--- src/hw/port_function_select_pkg.sv ---
// port_function_select_pkg: register map, reset values, pin positions and mode decode
// assumes: special-function register bus with 8-bit addresses, one core clock

package port_function_select_pkg;

   // -------------------------------------------------------------
   // register map
   // -------------------------------------------------------------
   localparam logic [7:0] FIRST_PORT_SELECT_LOW_ADDR = 8'h8e;
   localparam logic [7:0] FIRST_PORT_SELECT_HIGH_ADDR = 8'h8f;
   localparam logic [7:0] THIRD_PORT_SELECT_ADDR = 8'h91;
   localparam logic [7:0] FOURTH_PORT_SELECT_LOW_ADDR = 8'h92;
   localparam logic [7:0] FOURTH_PORT_SELECT_HIGH_ADDR = 8'h93;
   localparam logic [7:0] SELECT_RESET = 8'h00;
   localparam logic [7:0] UNMAPPED_READ = 8'h00;

   // level a peripheral sees on an input that is not routed to it
   localparam logic ALT_IDLE_LEVEL = 1'b1;

   // -------------------------------------------------------------
   // pin positions, third port (alternate)
   // -------------------------------------------------------------
   localparam int UART_A_RECEIVE_PIN = 0;
   localparam int UART_A_TRANSMIT_PIN = 1;
   localparam int EXT_IRQ_A_GATE_PIN = 2;
   localparam int EXT_IRQ_B_GATE_PIN = 3;
   localparam int COUNTER_A_INPUT_PIN = 4;
   localparam int COUNTER_B_INPUT_PIN = 5;
   localparam int TWO_WIRE_DATA_PIN = 6;
   localparam int TWO_WIRE_CLOCK_PIN = 7;

   // -------------------------------------------------------------
   // pin positions, shared set (first port alt one, fourth port alt two)
   // -------------------------------------------------------------
   localparam int TIMER_TWO_COUNT_IN_PIN = 0;
   localparam int TIMER_TWO_TRIGGER_IN_PIN = 1;
   localparam int UART_B_RECEIVE_PIN = 2;
   localparam int UART_B_TRANSMIT_PIN = 3;
   localparam int SERIAL_PERIPH_CLOCK_PIN = 4;
   localparam int SERIAL_PERIPH_RECEIVE_PIN = 5;
   localparam int SERIAL_PERIPH_TRANSMIT_PIN = 6;
   localparam int SERIAL_PERIPH_SELECT_PIN = 7;

   // -------------------------------------------------------------
   // pin positions, fourth port alternate one
   // -------------------------------------------------------------
   localparam int COUNTER_ARRAY_A_EXT_CLOCK_PIN = 3;
   localparam int COUNTER_ARRAY_B_EXT_CLOCK_PIN = 7;

   typedef enum logic [1:0] {
      MODE_GPIO,
      MODE_ALT1,
      MODE_ALT2
   } pin_mode_t;

   // low bit clear means general-purpose whatever the high bit holds
   function automatic pin_mode_t decode_mode(input logic sel_lo, input logic sel_hi);
      if (!sel_lo) begin
         return MODE_GPIO;
      end
      else if (!sel_hi) begin
         return MODE_ALT1;
      end
      return MODE_ALT2;
   endfunction

endpackage

--- src/hw/port_route.sv ---
// port_route: per-pin routing of one 8-bit port between pin, GPIO and two alternates
// assumes: pin input already synchronised; selects come from registers on the same clock

`timescale 1ns/1ps

module port_route (
   // clock and reset
   input wire logic clk_in,
   input wire logic rst_n_in,
   // selects
   input wire logic [7:0] sel_lo_in,
   input wire logic [7:0] sel_hi_in,
   // pin side
   input wire logic [7:0] pin_in,
   output logic [7:0] pin_out,
   output logic [7:0] pin_oe_out,
   // general-purpose side
   input wire logic [7:0] gpio_out_in,
   input wire logic [7:0] gpio_oe_in,
   output logic [7:0] gpio_in_out,
   // alternate one
   input wire logic [7:0] a1_out_in,
   input wire logic [7:0] a1_oe_in,
   output logic [7:0] a1_in_out,
   // alternate two
   input wire logic [7:0] a2_out_in,
   input wire logic [7:0] a2_oe_in,
   output logic [7:0] a2_in_out,
   output logic [7:0] a2_active_out
);

   logic [7:0] out_nxt;
   logic [7:0] oe_nxt;
   logic [7:0] a1_in_nxt;
   logic [7:0] a2_in_nxt;
   logic [7:0] a2_act_nxt;

   // -------------------------------------------------------------
   // per-pin selection
   // -------------------------------------------------------------
   genvar i;
   for (i = 0; i < 8; i++) begin : g_pin
      port_function_select_pkg::pin_mode_t mode;
      logic is_a1;
      logic is_a2;
      // each pin decoded alone
      assign mode = port_function_select_pkg::decode_mode(sel_lo_in[i], sel_hi_in[i]);
      assign is_a1 = (mode == port_function_select_pkg::MODE_ALT1);
      assign is_a2 = (mode == port_function_select_pkg::MODE_ALT2);
      assign out_nxt[i] = is_a1 ? a1_out_in[i] : (is_a2 ? a2_out_in[i] : gpio_out_in[i]);
      assign oe_nxt[i] = is_a1 ? a1_oe_in[i] : (is_a2 ? a2_oe_in[i] : gpio_oe_in[i]);
      assign a1_in_nxt[i] = is_a1 ? pin_in[i] : port_function_select_pkg::ALT_IDLE_LEVEL;
      assign a2_in_nxt[i] = is_a2 ? pin_in[i] : port_function_select_pkg::ALT_IDLE_LEVEL;
      assign a2_act_nxt[i] = is_a2;
   end

   // -------------------------------------------------------------
   // registered outputs
   // -------------------------------------------------------------
   always_ff @(posedge clk_in or negedge rst_n_in) begin
      if (!rst_n_in) begin
         pin_out <= 8'h00;
         pin_oe_out <= 8'h00;
         gpio_in_out <= 8'hff;
         a1_in_out <= 8'hff;
         a2_in_out <= 8'hff;
         a2_active_out <= 8'h00;
      end
      else begin
         pin_out <= out_nxt;
         pin_oe_out <= oe_nxt;
         gpio_in_out <= pin_in;
         a1_in_out <= a1_in_nxt;
         a2_in_out <= a2_in_nxt;
         a2_active_out <= a2_act_nxt;
      end
   end

endmodule

--- src/hw/port_function_select_mux.sv ---
// port_function_select_mux: select registers and pin routing for three 8-bit ports
// assumes: register bus on the core clock; pins arrive asynchronously and are synchronised here
//
// Contract
// third port, select bit clear gives GPIO, set gives its single alternate.
// third port alternates: uart a, irq/gates, counters, two-wire data and clock.
// first port, low clear gives GPIO; low only alt one; both alt two.
// first port alt one: timer two, uart b, serial peripheral pins in order.
// first port alt two routes pin i to analog channel i.
// fourth port uses the same two-bit selection as the first port.
// fourth port alt one: counter array modules and external clocks.
// fourth port alt two: timer two, uart b, serial peripheral pins.
// every select register resets to zero, so all pins start as GPIO.
// each pin's selection is independent of every other pin.
// selects read back last write; routing changes from the writing edge (here the registered routing outputs change one edge later).

`timescale 1ns/1ps

module port_function_select_mux (
   // clock and reset
   input wire logic REF_CLK_IN,
   input wire logic RST_N_IN,
   // register bus
   input wire logic [7:0] SFR_ADDR_IN,
   input wire logic SFR_WR_IN,
   input wire logic SFR_RD_IN,
   input wire logic [7:0] SFR_WDATA_IN,
   output logic [7:0] SFR_RDATA_OUT,
   // first port pins and users
   input wire logic [7:0] PIN1_IN,
   output logic [7:0] PIN1_OUT,
   output logic [7:0] PIN1_OE_OUT,
   input wire logic [7:0] GPIO1_OUT_IN,
   input wire logic [7:0] GPIO1_OE_IN,
   output logic [7:0] GPIO1_PIN_OUT,
   input wire logic [7:0] ALT1A_OUT_IN,
   input wire logic [7:0] ALT1A_OE_IN,
   output logic [7:0] ALT1A_PIN_OUT,
   output logic [7:0] ANALOG_CHANNEL_EN_OUT,
   // third port pins and users
   input wire logic [7:0] PIN3_IN,
   output logic [7:0] PIN3_OUT,
   output logic [7:0] PIN3_OE_OUT,
   input wire logic [7:0] GPIO3_OUT_IN,
   input wire logic [7:0] GPIO3_OE_IN,
   output logic [7:0] GPIO3_PIN_OUT,
   input wire logic [7:0] ALT3_OUT_IN,
   input wire logic [7:0] ALT3_OE_IN,
   output logic [7:0] ALT3_PIN_OUT,
   // fourth port pins and users
   input wire logic [7:0] PIN4_IN,
   output logic [7:0] PIN4_OUT,
   output logic [7:0] PIN4_OE_OUT,
   input wire logic [7:0] GPIO4_OUT_IN,
   input wire logic [7:0] GPIO4_OE_IN,
   output logic [7:0] GPIO4_PIN_OUT,
   input wire logic [7:0] ALT4A_OUT_IN,
   input wire logic [7:0] ALT4A_OE_IN,
   output logic [7:0] ALT4A_PIN_OUT,
   input wire logic [7:0] ALT4B_OUT_IN,
   input wire logic [7:0] ALT4B_OE_IN,
   output logic [7:0] ALT4B_PIN_OUT
);

   // -------------------------------------------------------------
   // reset release and pin synchronisers
   // -------------------------------------------------------------
   logic rst_meta_r;
   logic rst_n;
   logic [23:0] pin_meta_r;
   logic [23:0] pin_sync_r;

   always_ff @(posedge REF_CLK_IN or negedge RST_N_IN) begin
      if (!RST_N_IN) begin
         rst_meta_r <= 1'b0;
         rst_n <= 1'b0;
      end
      else begin
         rst_meta_r <= 1'b1;
         rst_n <= rst_meta_r;
      end
   end

   always_ff @(posedge REF_CLK_IN or negedge rst_n) begin
      if (!rst_n) begin
         pin_meta_r <= 24'hffffff;
         pin_sync_r <= 24'hffffff;
      end
      else begin
         pin_meta_r <= {PIN4_IN, PIN3_IN, PIN1_IN};
         pin_sync_r <= pin_meta_r;
      end
   end

   // -------------------------------------------------------------
   // select registers
   // -------------------------------------------------------------
   logic [7:0] first_port_select_low_r;
   logic [7:0] first_port_select_high_r;
   logic [7:0] third_port_select_r;
   logic [7:0] fourth_port_select_low_r;
   logic [7:0] fourth_port_select_high_r;
   logic [7:0] rdata_nxt;
   logic hit_p1lo;
   logic hit_p1hi;
   logic hit_p3;
   logic hit_p4lo;
   logic hit_p4hi;

   assign hit_p1lo = (SFR_ADDR_IN == port_function_select_pkg::FIRST_PORT_SELECT_LOW_ADDR);
   assign hit_p1hi = (SFR_ADDR_IN == port_function_select_pkg::FIRST_PORT_SELECT_HIGH_ADDR);
   assign hit_p3 = (SFR_ADDR_IN == port_function_select_pkg::THIRD_PORT_SELECT_ADDR);
   assign hit_p4lo = (SFR_ADDR_IN == port_function_select_pkg::FOURTH_PORT_SELECT_LOW_ADDR);
   assign hit_p4hi = (SFR_ADDR_IN == port_function_select_pkg::FOURTH_PORT_SELECT_HIGH_ADDR);

   assign rdata_nxt = hit_p1lo ? first_port_select_low_r :
                      hit_p1hi ? first_port_select_high_r :
                      hit_p3 ? third_port_select_r :
                      hit_p4lo ? fourth_port_select_low_r :
                      hit_p4hi ? fourth_port_select_high_r :
                      port_function_select_pkg::UNMAPPED_READ;

   // selects clear on reset
   always_ff @(posedge REF_CLK_IN or negedge rst_n) begin
      if (!rst_n) begin
         first_port_select_low_r <= port_function_select_pkg::SELECT_RESET;
         first_port_select_high_r <= port_function_select_pkg::SELECT_RESET;
         third_port_select_r <= port_function_select_pkg::SELECT_RESET;
         fourth_port_select_low_r <= port_function_select_pkg::SELECT_RESET;
         fourth_port_select_high_r <= port_function_select_pkg::SELECT_RESET;
      end
      else if (SFR_WR_IN) begin
         // write stores value
         if (hit_p1lo) first_port_select_low_r <= SFR_WDATA_IN;
         if (hit_p1hi) first_port_select_high_r <= SFR_WDATA_IN;
         if (hit_p3) third_port_select_r <= SFR_WDATA_IN;
         if (hit_p4lo) fourth_port_select_low_r <= SFR_WDATA_IN;
         if (hit_p4hi) fourth_port_select_high_r <= SFR_WDATA_IN;
      end
   end

   // registered read-back
   always_ff @(posedge REF_CLK_IN or negedge rst_n) begin
      if (!rst_n) begin
         SFR_RDATA_OUT <= 8'h00;
      end
      else if (SFR_RD_IN) begin
         SFR_RDATA_OUT <= rdata_nxt;
      end
   end

   // -------------------------------------------------------------
   // routing per port
   // -------------------------------------------------------------
   // first port two-bit select
   // alt one is timer two, uart b, serial peripheral
   // alt two disables drive and enables analog channel
   port_route u_port1 (
      .clk_in(REF_CLK_IN),
      .rst_n_in(rst_n),
      .sel_lo_in(first_port_select_low_r),
      .sel_hi_in(first_port_select_high_r),
      .pin_in(pin_sync_r[7:0]),
      .pin_out(PIN1_OUT),
      .pin_oe_out(PIN1_OE_OUT),
      .gpio_out_in(GPIO1_OUT_IN),
      .gpio_oe_in(GPIO1_OE_IN),
      .gpio_in_out(GPIO1_PIN_OUT),
      .a1_out_in(ALT1A_OUT_IN),
      .a1_oe_in(ALT1A_OE_IN),
      .a1_in_out(ALT1A_PIN_OUT),
      .a2_out_in(8'h00),
      .a2_oe_in(8'h00),
      .a2_in_out(),
      .a2_active_out(ANALOG_CHANNEL_EN_OUT)
   );

   // one bit per pin, high selects alternate
   // alternate set for the third port
   port_route u_port3 (
      .clk_in(REF_CLK_IN),
      .rst_n_in(rst_n),
      .sel_lo_in(third_port_select_r),
      .sel_hi_in(8'h00),
      .pin_in(pin_sync_r[15:8]),
      .pin_out(PIN3_OUT),
      .pin_oe_out(PIN3_OE_OUT),
      .gpio_out_in(GPIO3_OUT_IN),
      .gpio_oe_in(GPIO3_OE_IN),
      .gpio_in_out(GPIO3_PIN_OUT),
      .a1_out_in(ALT3_OUT_IN),
      .a1_oe_in(ALT3_OE_IN),
      .a1_in_out(ALT3_PIN_OUT),
      .a2_out_in(8'h00),
      .a2_oe_in(8'h00),
      .a2_in_out(),
      .a2_active_out()
   );

   // same two-bit select as first port
   // alt one is counter array pins
   // alt two is timer two, uart b, serial peripheral
   port_route u_port4 (
      .clk_in(REF_CLK_IN),
      .rst_n_in(rst_n),
      .sel_lo_in(fourth_port_select_low_r),
      .sel_hi_in(fourth_port_select_high_r),
      .pin_in(pin_sync_r[23:16]),
      .pin_out(PIN4_OUT),
      .pin_oe_out(PIN4_OE_OUT),
      .gpio_out_in(GPIO4_OUT_IN),
      .gpio_oe_in(GPIO4_OE_IN),
      .gpio_in_out(GPIO4_PIN_OUT),
      .a1_out_in(ALT4A_OUT_IN),
      .a1_oe_in(ALT4A_OE_IN),
      .a1_in_out(ALT4A_PIN_OUT),
      .a2_out_in(ALT4B_OUT_IN),
      .a2_oe_in(ALT4B_OE_IN),
      .a2_in_out(ALT4B_PIN_OUT),
      .a2_active_out()
   );

   // -------------------------------------------------------------
   // checks
   // -------------------------------------------------------------
   logic past_ok_r;

   always_ff @(posedge REF_CLK_IN or negedge rst_n) begin
      if (!rst_n) begin
         past_ok_r <= 1'b0;
      end
      else begin
         past_ok_r <= 1'b1;
      end
   end
endmodule

--- config.mk ---
export PLATFORM = sky130hd
export DESIGN_NAME = port_function_select_mux
export DESIGN_NICKNAME = d
export VERILOG_FILES = /design/src/hw/port_function_select_pkg.sv /design/src/hw/port_route.sv /design/src/hw/port_function_select_mux.sv
export SDC_FILE = /design/constraint.sdc
export NUM_CORES = 1
export LEC_CHECK = 0
export ABC_AREA = 1
export BUFFER_PORTS_ARGS = -buffer_cell sky130_fd_sc_hd__buf_2
export CORE_ASPECT_RATIO = 1.2
export CORE_MARGIN = 2
export CORE_UTILIZATION = 44
export DETAILED_ROUTE_END_ITERATION = 16
export PLACE_DENSITY = 0.71
export SYNTH_ARGS = -nofsm -noshare
export SYNTH_HDL_FRONTEND = slang
export SYNTH_SLANG_ARGS = --single-unit
--- constraint.sdc ---
create_clock -name REF_CLK_IN -period 5.8 [get_ports REF_CLK_IN]
set_clock_uncertainty 0.15 [all_clocks]
set_input_delay 0.58 -clock REF_CLK_IN [delete_from_list [all_inputs] [get_ports REF_CLK_IN]]
set_output_delay 0.58 -clock REF_CLK_IN [all_outputs]
set_load 0.03 [all_outputs]
# == Word-level counts from Yosys, hierarchy flattened ==
# Cells that the tools add are included.
# classes
mux,221
n_eq_ne,53
n_reduce_logical,5
# op_table
op,n
1-bit two-way mux,168
2-bit two-way mux,48
8-bit == test (second input constant),5
8-bit two-way mux,5
2-bit by 1-bit == test with 1-bit output (second input constant),16
2-bit == test (second input constant),16
1-bit by 2-bit == test with 1-bit output (second input constant),8
2-bit AND reduction,5
1-bit == test (second input constant),8
# word_totals
ff_bits,210
out_inout_bits,120
wordCells,303
input_bits,156

# == Logic depth before layout (Yosys ltp) ==
# logic_depth
ltp_word,6
ltp_mapped,9

# == By module ==
# Synthesis repeated with hierarchy kept, for this count alone.
# unflattened
hier_cells,813
area_unflattened_um2,8859.7
# modules_own_cells
mod,instances,cells_each,area_each_um2,seq_area_each_um2
port_route,3,168,1751.7,1231.2
port_function_select_mux,1,309,3604.7,2512.4

# == Least setup slack after synthesis ==
# No wires, ideal clock.
# synth_path
kind,input to register
start,input SFR_ADDR_IN[2]
end,register SFR_RDATA_OUT[7]
path_slack_ns,4.133
path_buffers,1
stages,6
arrival_time_ns,1.396
setup_time_ns,0.121
path_cell_list,nand2_2 nor3_4 nand3b_4 buf_6 o21ai_1 o21ai_2
# synth_between
elab_chain_cells,6
elab_cells_between_ends,10
# synth_rtl
element,line,text
from (decl),port_function_select_mux.sv:24,"input wire logic [7:0] SFR_ADDR_IN,"
8-bit == test,port_function_select_mux.sv:114,assign hit_p4hi = (SFR_ADDR_IN == port_function_select_pkg::FOURTH_PORT_SELECT_HIGH_ADDR);
8-bit two-way mux,port_function_select_mux.sv:120,hit_p4hi ? fourth_port_select_high_r :
8-bit two-way mux,port_function_select_mux.sv:119,hit_p4lo ? fourth_port_select_low_r :
8-bit two-way mux,port_function_select_mux.sv:118,hit_p3 ? third_port_select_r :
8-bit two-way mux,port_function_select_mux.sv:117,hit_p1hi ? first_port_select_high_r :
8-bit two-way mux (*),port_function_select_mux.sv:116,assign rdata_nxt = hit_p1lo ? first_port_select_low_r :
to (signal assigned),port_function_select_mux.sv:148,SFR_RDATA_OUT <= rdata_nxt;
to (decl),port_function_select_mux.sv:28,"output logic [7:0] SFR_RDATA_OUT,"
# Mark *: on every way between the ends. The rest lies on a longest branch, timed or not.
# A chain may end at the register's enable or synchronous reset.

==> impl_metrics.xml <==
<?xml version="1.0" encoding="UTF-8"?>
<metrics>
  <group name="outcome">
    <metric name="outcome" unit="">finished, final reports clean</metric>
  </group>
  <group name="clock_network">
    <metric name="cts_inserted_buffers" unit="">21</metric>
    <metric name="clock_insertion_delay_worst_skew" unit="ns">0.49</metric>
    <metric name="clk_root_buffer_cell" unit="">sky130_fd_sc_hd__clkbuf_16</metric>
    <metric name="clock_sink_count" unit="">210</metric>
    <metric name="reg_clk_slew_reported_paths" unit="ns">0.06</metric>
    <metric name="largest_buffer_count_on_any_clock_path" unit="">3</metric>
    <metric name="cts_resized" unit="">0</metric>
    <metric name="h-tree-depth" unit="">1</metric>
    <metric name="tritoncts" unit="">done</metric>
  </group>
  <group name="global_route">
    <metric name="via_count_of_the_first_global_routing_pass" unit="">5710</metric>
    <metric name="overflow" unit="">0</metric>
    <metric name="grt_start_max_net_pins" unit="">82</metric>
    <metric name="antenna_violations_before_repair" unit="">3</metric>
    <metric name="wire_length_of_the_first_global_routing_pass" unit="um">27900</metric>
    <metric name="grtUsageTotal" unit="">0.195</metric>
  </group>
  <group name="critical_path">
    <metric name="worstSetupEndpointType" unit="">asynchronous set/reset pin</metric>
    <metric name="crit_fanout" unit="">81</metric>
    <metric name="timing.critical_path.max_delay_family" unit="">flip-flops</metric>
    <metric name="setup.worst_path.class" unit="">register to asynchronous set/reset pin</metric>
    <metric name="path_buf_inv" unit="">1</metric>
    <metric name="rr_worst_depth" unit="">1</metric>
    <metric name="arrival" unit="ns">2.42</metric>
    <metric name="worstPathCellList" unit="">buf_4</metric>
    <metric name="cp_num_cells" unit="">1</metric>
    <metric name="cp_slowest_cell" unit="">sky130_fd_sc_hd__dfrtp_4</metric>
    <metric name="critical_path.startpoint_type" unit="">register</metric>
    <metric name="cp.required" unit="ns">6.17</metric>
    <metric name="largest_stage_delay_on_the_critical_path" unit="ns">1.06</metric>
  </group>
  <group name="logic_synthesis">
    <metric name="synth-main-ff-cell" unit="">sky130_fd_sc_hd__dfrtp_1</metric>
    <metric name="number_of_instances_in_the_synthesized_netlist" unit="">640</metric>
    <metric name="postSynth.asyncResetShare" unit="">1.00</metric>
    <metric name="post_synth_mux_area_share" unit="">0.0209</metric>
    <metric name="post_synth_xor_area_fraction" unit="">0</metric>
    <metric name="synth_simple_gate_area_share" unit="">0.162</metric>
    <metric name="post_synthesis_sequential_area_ratio" unit="">0.712</metric>
    <metric name="synth_compound_area_frac" unit="">0.0573</metric>
    <metric name="yosysUniqueCellTypes" unit="">27</metric>
    <metric name="synth.cell_area" unit="um^2">7560</metric>
    <metric name="synthAdderAreaFrac" unit="">0</metric>
    <metric name="library_cell_with_the_highest_instance_count_after_synthesis" unit="">sky130_fd_sc_hd__nand2_1</metric>
    <metric name="yosys.area.top_type_share" unit="">0.362</metric>
    <metric name="synth_enable_flop_cells" unit="">0</metric>
    <metric name="most_frequent_cells_after_synthesis" unit="">165 x sky130_fd_sc_hd__nand2_1, 106 x sky130_fd_sc_hd__dfrtp_1, 104 x sky130_fd_sc_hd__dfstp_2</metric>
    <metric name="ys_ff_latch" unit="">210</metric>
    <metric name="postSynthNetCount" unit="">796</metric>
    <metric name="post_synth_main_area_contributors" unit="">sky130_fd_sc_hd__dfstp_2 36%, sky130_fd_sc_hd__dfrtp_1 35%, sky130_fd_sc_hd__nand2_1 8.2%</metric>
    <metric name="average_cell_area_after_synthesis" unit="um^2">11.8</metric>
    <metric name="synth_top_cell_by_area" unit="">sky130_fd_sc_hd__dfstp_2</metric>
    <metric name="synth_warn" unit="">0</metric>
    <metric name="synth_top_family_by_area" unit="">simple AND/OR/NAND/NOR gates</metric>
  </group>
  <group name="pwr">
    <metric name="vdd.ir_drop.worst" unit="V">0.000241</metric>
    <metric name="leakagePower" unit="nW">4.95</metric>
    <metric name="areal_power_density_over_the_cells" unit="nW/um^2">324</metric>
  </group>
  <group name="sta">
    <metric name="maxClockFrequency" unit="MHz">487</metric>
    <metric name="drv_slew" unit="">0</metric>
    <metric name="layout_min_cycle_time" unit="ns">2.06</metric>
    <metric name="worst_hold_slack" unit="ns">0.0271</metric>
    <metric name="finalHoldViolations" unit="">0</metric>
    <metric name="rel_slew_slack" unit="">0.342</metric>
    <metric name="grt_setup_unrepaired" unit="">no</metric>
    <metric name="final.period_utilization" unit="">0.354</metric>
    <metric name="finalSetupTns" unit="ns">0</metric>
    <metric name="setup-violations-final" unit="">0</metric>
    <metric name="max_slew.worst_pin.slew" unit="ns">0.986</metric>
  </group>
  <group name="die">
    <metric name="core-area" unit="um^2">16900</metric>
    <metric name="rows" unit="">52</metric>
    <metric name="dieArea" unit="um^2">18200</metric>
    <metric name="die-height" unit="um">148</metric>
    <metric name="dieWidth" unit="um">124</metric>
    <metric name="ioPinCount" unit="">276</metric>
    <metric name="initial_core_util" unit="">0.449</metric>
  </group>
  <group name="detailed_routing">
    <metric name="routed-wl-met2" unit="um">9120</metric>
    <metric name="wl_met3" unit="um">1450</metric>
    <metric name="number_of_detailed_routing_iterations_run_before_antenna_repair" unit="">5</metric>
    <metric name="antenna_violating_nets_left" unit="">0</metric>
    <metric name="routed_length_per_instance" unit="um">14.8</metric>
    <metric name="vias" unit="">5486</metric>
    <metric name="postRouteWirelength" unit="um">17200</metric>
    <metric name="route.detailed.vias_per_inst" unit="">4.71</metric>
    <metric name="drtIter0Drc" unit="">263</metric>
    <metric name="top_signal_layer_used" unit="">met4</metric>
    <metric name="detail_route.drc_violations" unit="">0</metric>
    <metric name="detail_route.wirelength.met1" unit="um">6250</metric>
  </group>
  <group name="flow_run">
    <metric name="total_of_max_cap_violations" unit="">0</metric>
  </group>
  <group name="worst_hold_path">
    <metric name="hold_path_class" unit="">primary input to register</metric>
    <metric name="worstHoldPathCells" unit="">1</metric>
  </group>
  <group name="final_layout">
    <metric name="largest_registers" unit="">pin_meta_r: 24 flops, pin_sync_r: 24 flops</metric>
    <metric name="synthToLayoutAreaGrowth" unit="%">30.4</metric>
    <metric name="nets" unit="">1089</metric>
    <metric name="post_route_cells_drive_above_1_share" unit="">0.483</metric>
  </group>
  <group name="placement">
    <metric name="routabilityCongestion" unit="">0.755</metric>
    <metric name="dp.final_hpwl" unit="um">12900</metric>
    <metric name="port_buffers" unit="">275</metric>
  </group>
</metrics>
[cells in the final DEF, fill, tap and decap left out, drive strengths merged]
| cell | n |
|---|---|
| nand2 | 172 |
| nand4 | 7 |
| diode | 2 |
| bufinv | 1 |
| dlygate4sd3 | 1 |
| clkbuf | 32 |
| inv | 74 |
| clkinv | 3 |
| dfstp | 104 |
| nor3 | 3 |
| a22o | 16 |
| mux2 | 14 |
| conb | 1 |
| nand3 | 50 |
| or2 | 1 |
| o21ai | 54 |
| nand3b | 1 |
| buf | 277 |
| nor2 | 30 |
| dfrtp | 106 |
[per-layer routing]
layer  GRT usage  vias up
met3      0.0563       32
met4      0.0642        0
met1       0.228     2637
met2       0.343      193
li1            -     2624
met5           0        -
[what timing repair did]
item,CTS,global route
endpoints found under the setup margin,0,0
setup buffers,0,0
hold endpoints to repair,2,0
hold buffers,1,0
[per-stage QoR]
step | util | cell area, um^2 | total power, mW | setup WS [ns] | std cells
2_1_floorplan | - | 7560 | 1.76 | 2.29 | 640
3_3_place_gp | 0.543 | 9150 | 1.87 | 3.69 | 1125
3_5_place_dp | 0.543 | 9150 | 1.88 | 3.67 | 1125
4_1_cts | 0.585 | 9850 | 3.24 | 3.66 | 1163
5_1_grt | 0.585 | 9860 | 3.33 | 3.38 | 1165
6_report | 0.585 | 9860 | 3.20 | 3.74 | 1165
[power by group]
group,internal [mW],switching (mW),total (mW)
registers,1.55,0.0431,1.59
logic,0.0937,0.164,0.258
clock network,0.805,0.539,1.34
[final cells by class]
| class | count | area (um^2) |
|---|---|---|
| antenna | 2 | 5.00 |
| clock inverter | 5 | 57.6 |
| sequential | 210 | 5390 |
| inverter | 73 | 277 |
| tap | 216 | 270 |
| multi-input combinational | 349 | 1820 |
| fill | 1421 | 7000 |
| timing repair buffer | 278 | 1400 |
| clock buffer | 32 | 638 |
[cells by family (layout without fill, tap and decap cells)]
group | Yosys count | count (layout)
DFF | 210 | 210
and+or+nand+nor | 264 | 264
other | 1 | 3
muxes | 14 | 14
AOI/OAI and AO/OA | 70 | 70
buffers and inverters | 81 | 388
[path summary, 6_finish.rpt]
| kind | endpoint | slack, ns | from |
|---|---|---|---|
| setup / recovery | fourth_port_select_high_r[6] | 3.74 | rst_n |
| hold / removal | pin_meta_r[9] | 0.03 | PIN3_IN[1] |
| setup reg to reg | fourth_port_select_high_r[6] | 3.74 | rst_n |
| hold reg to reg | rst_n | 0.20 | rst_meta_r |
| min in group asynchronous | rst_n | 0.25 | RST_N_IN |
| max in group REF_CLK_IN | ALT3_PIN_OUT[1] | 3.86 | u_port3.a1_in_out[1] |
No activity file was read; power rests on OpenSTA's default activity.
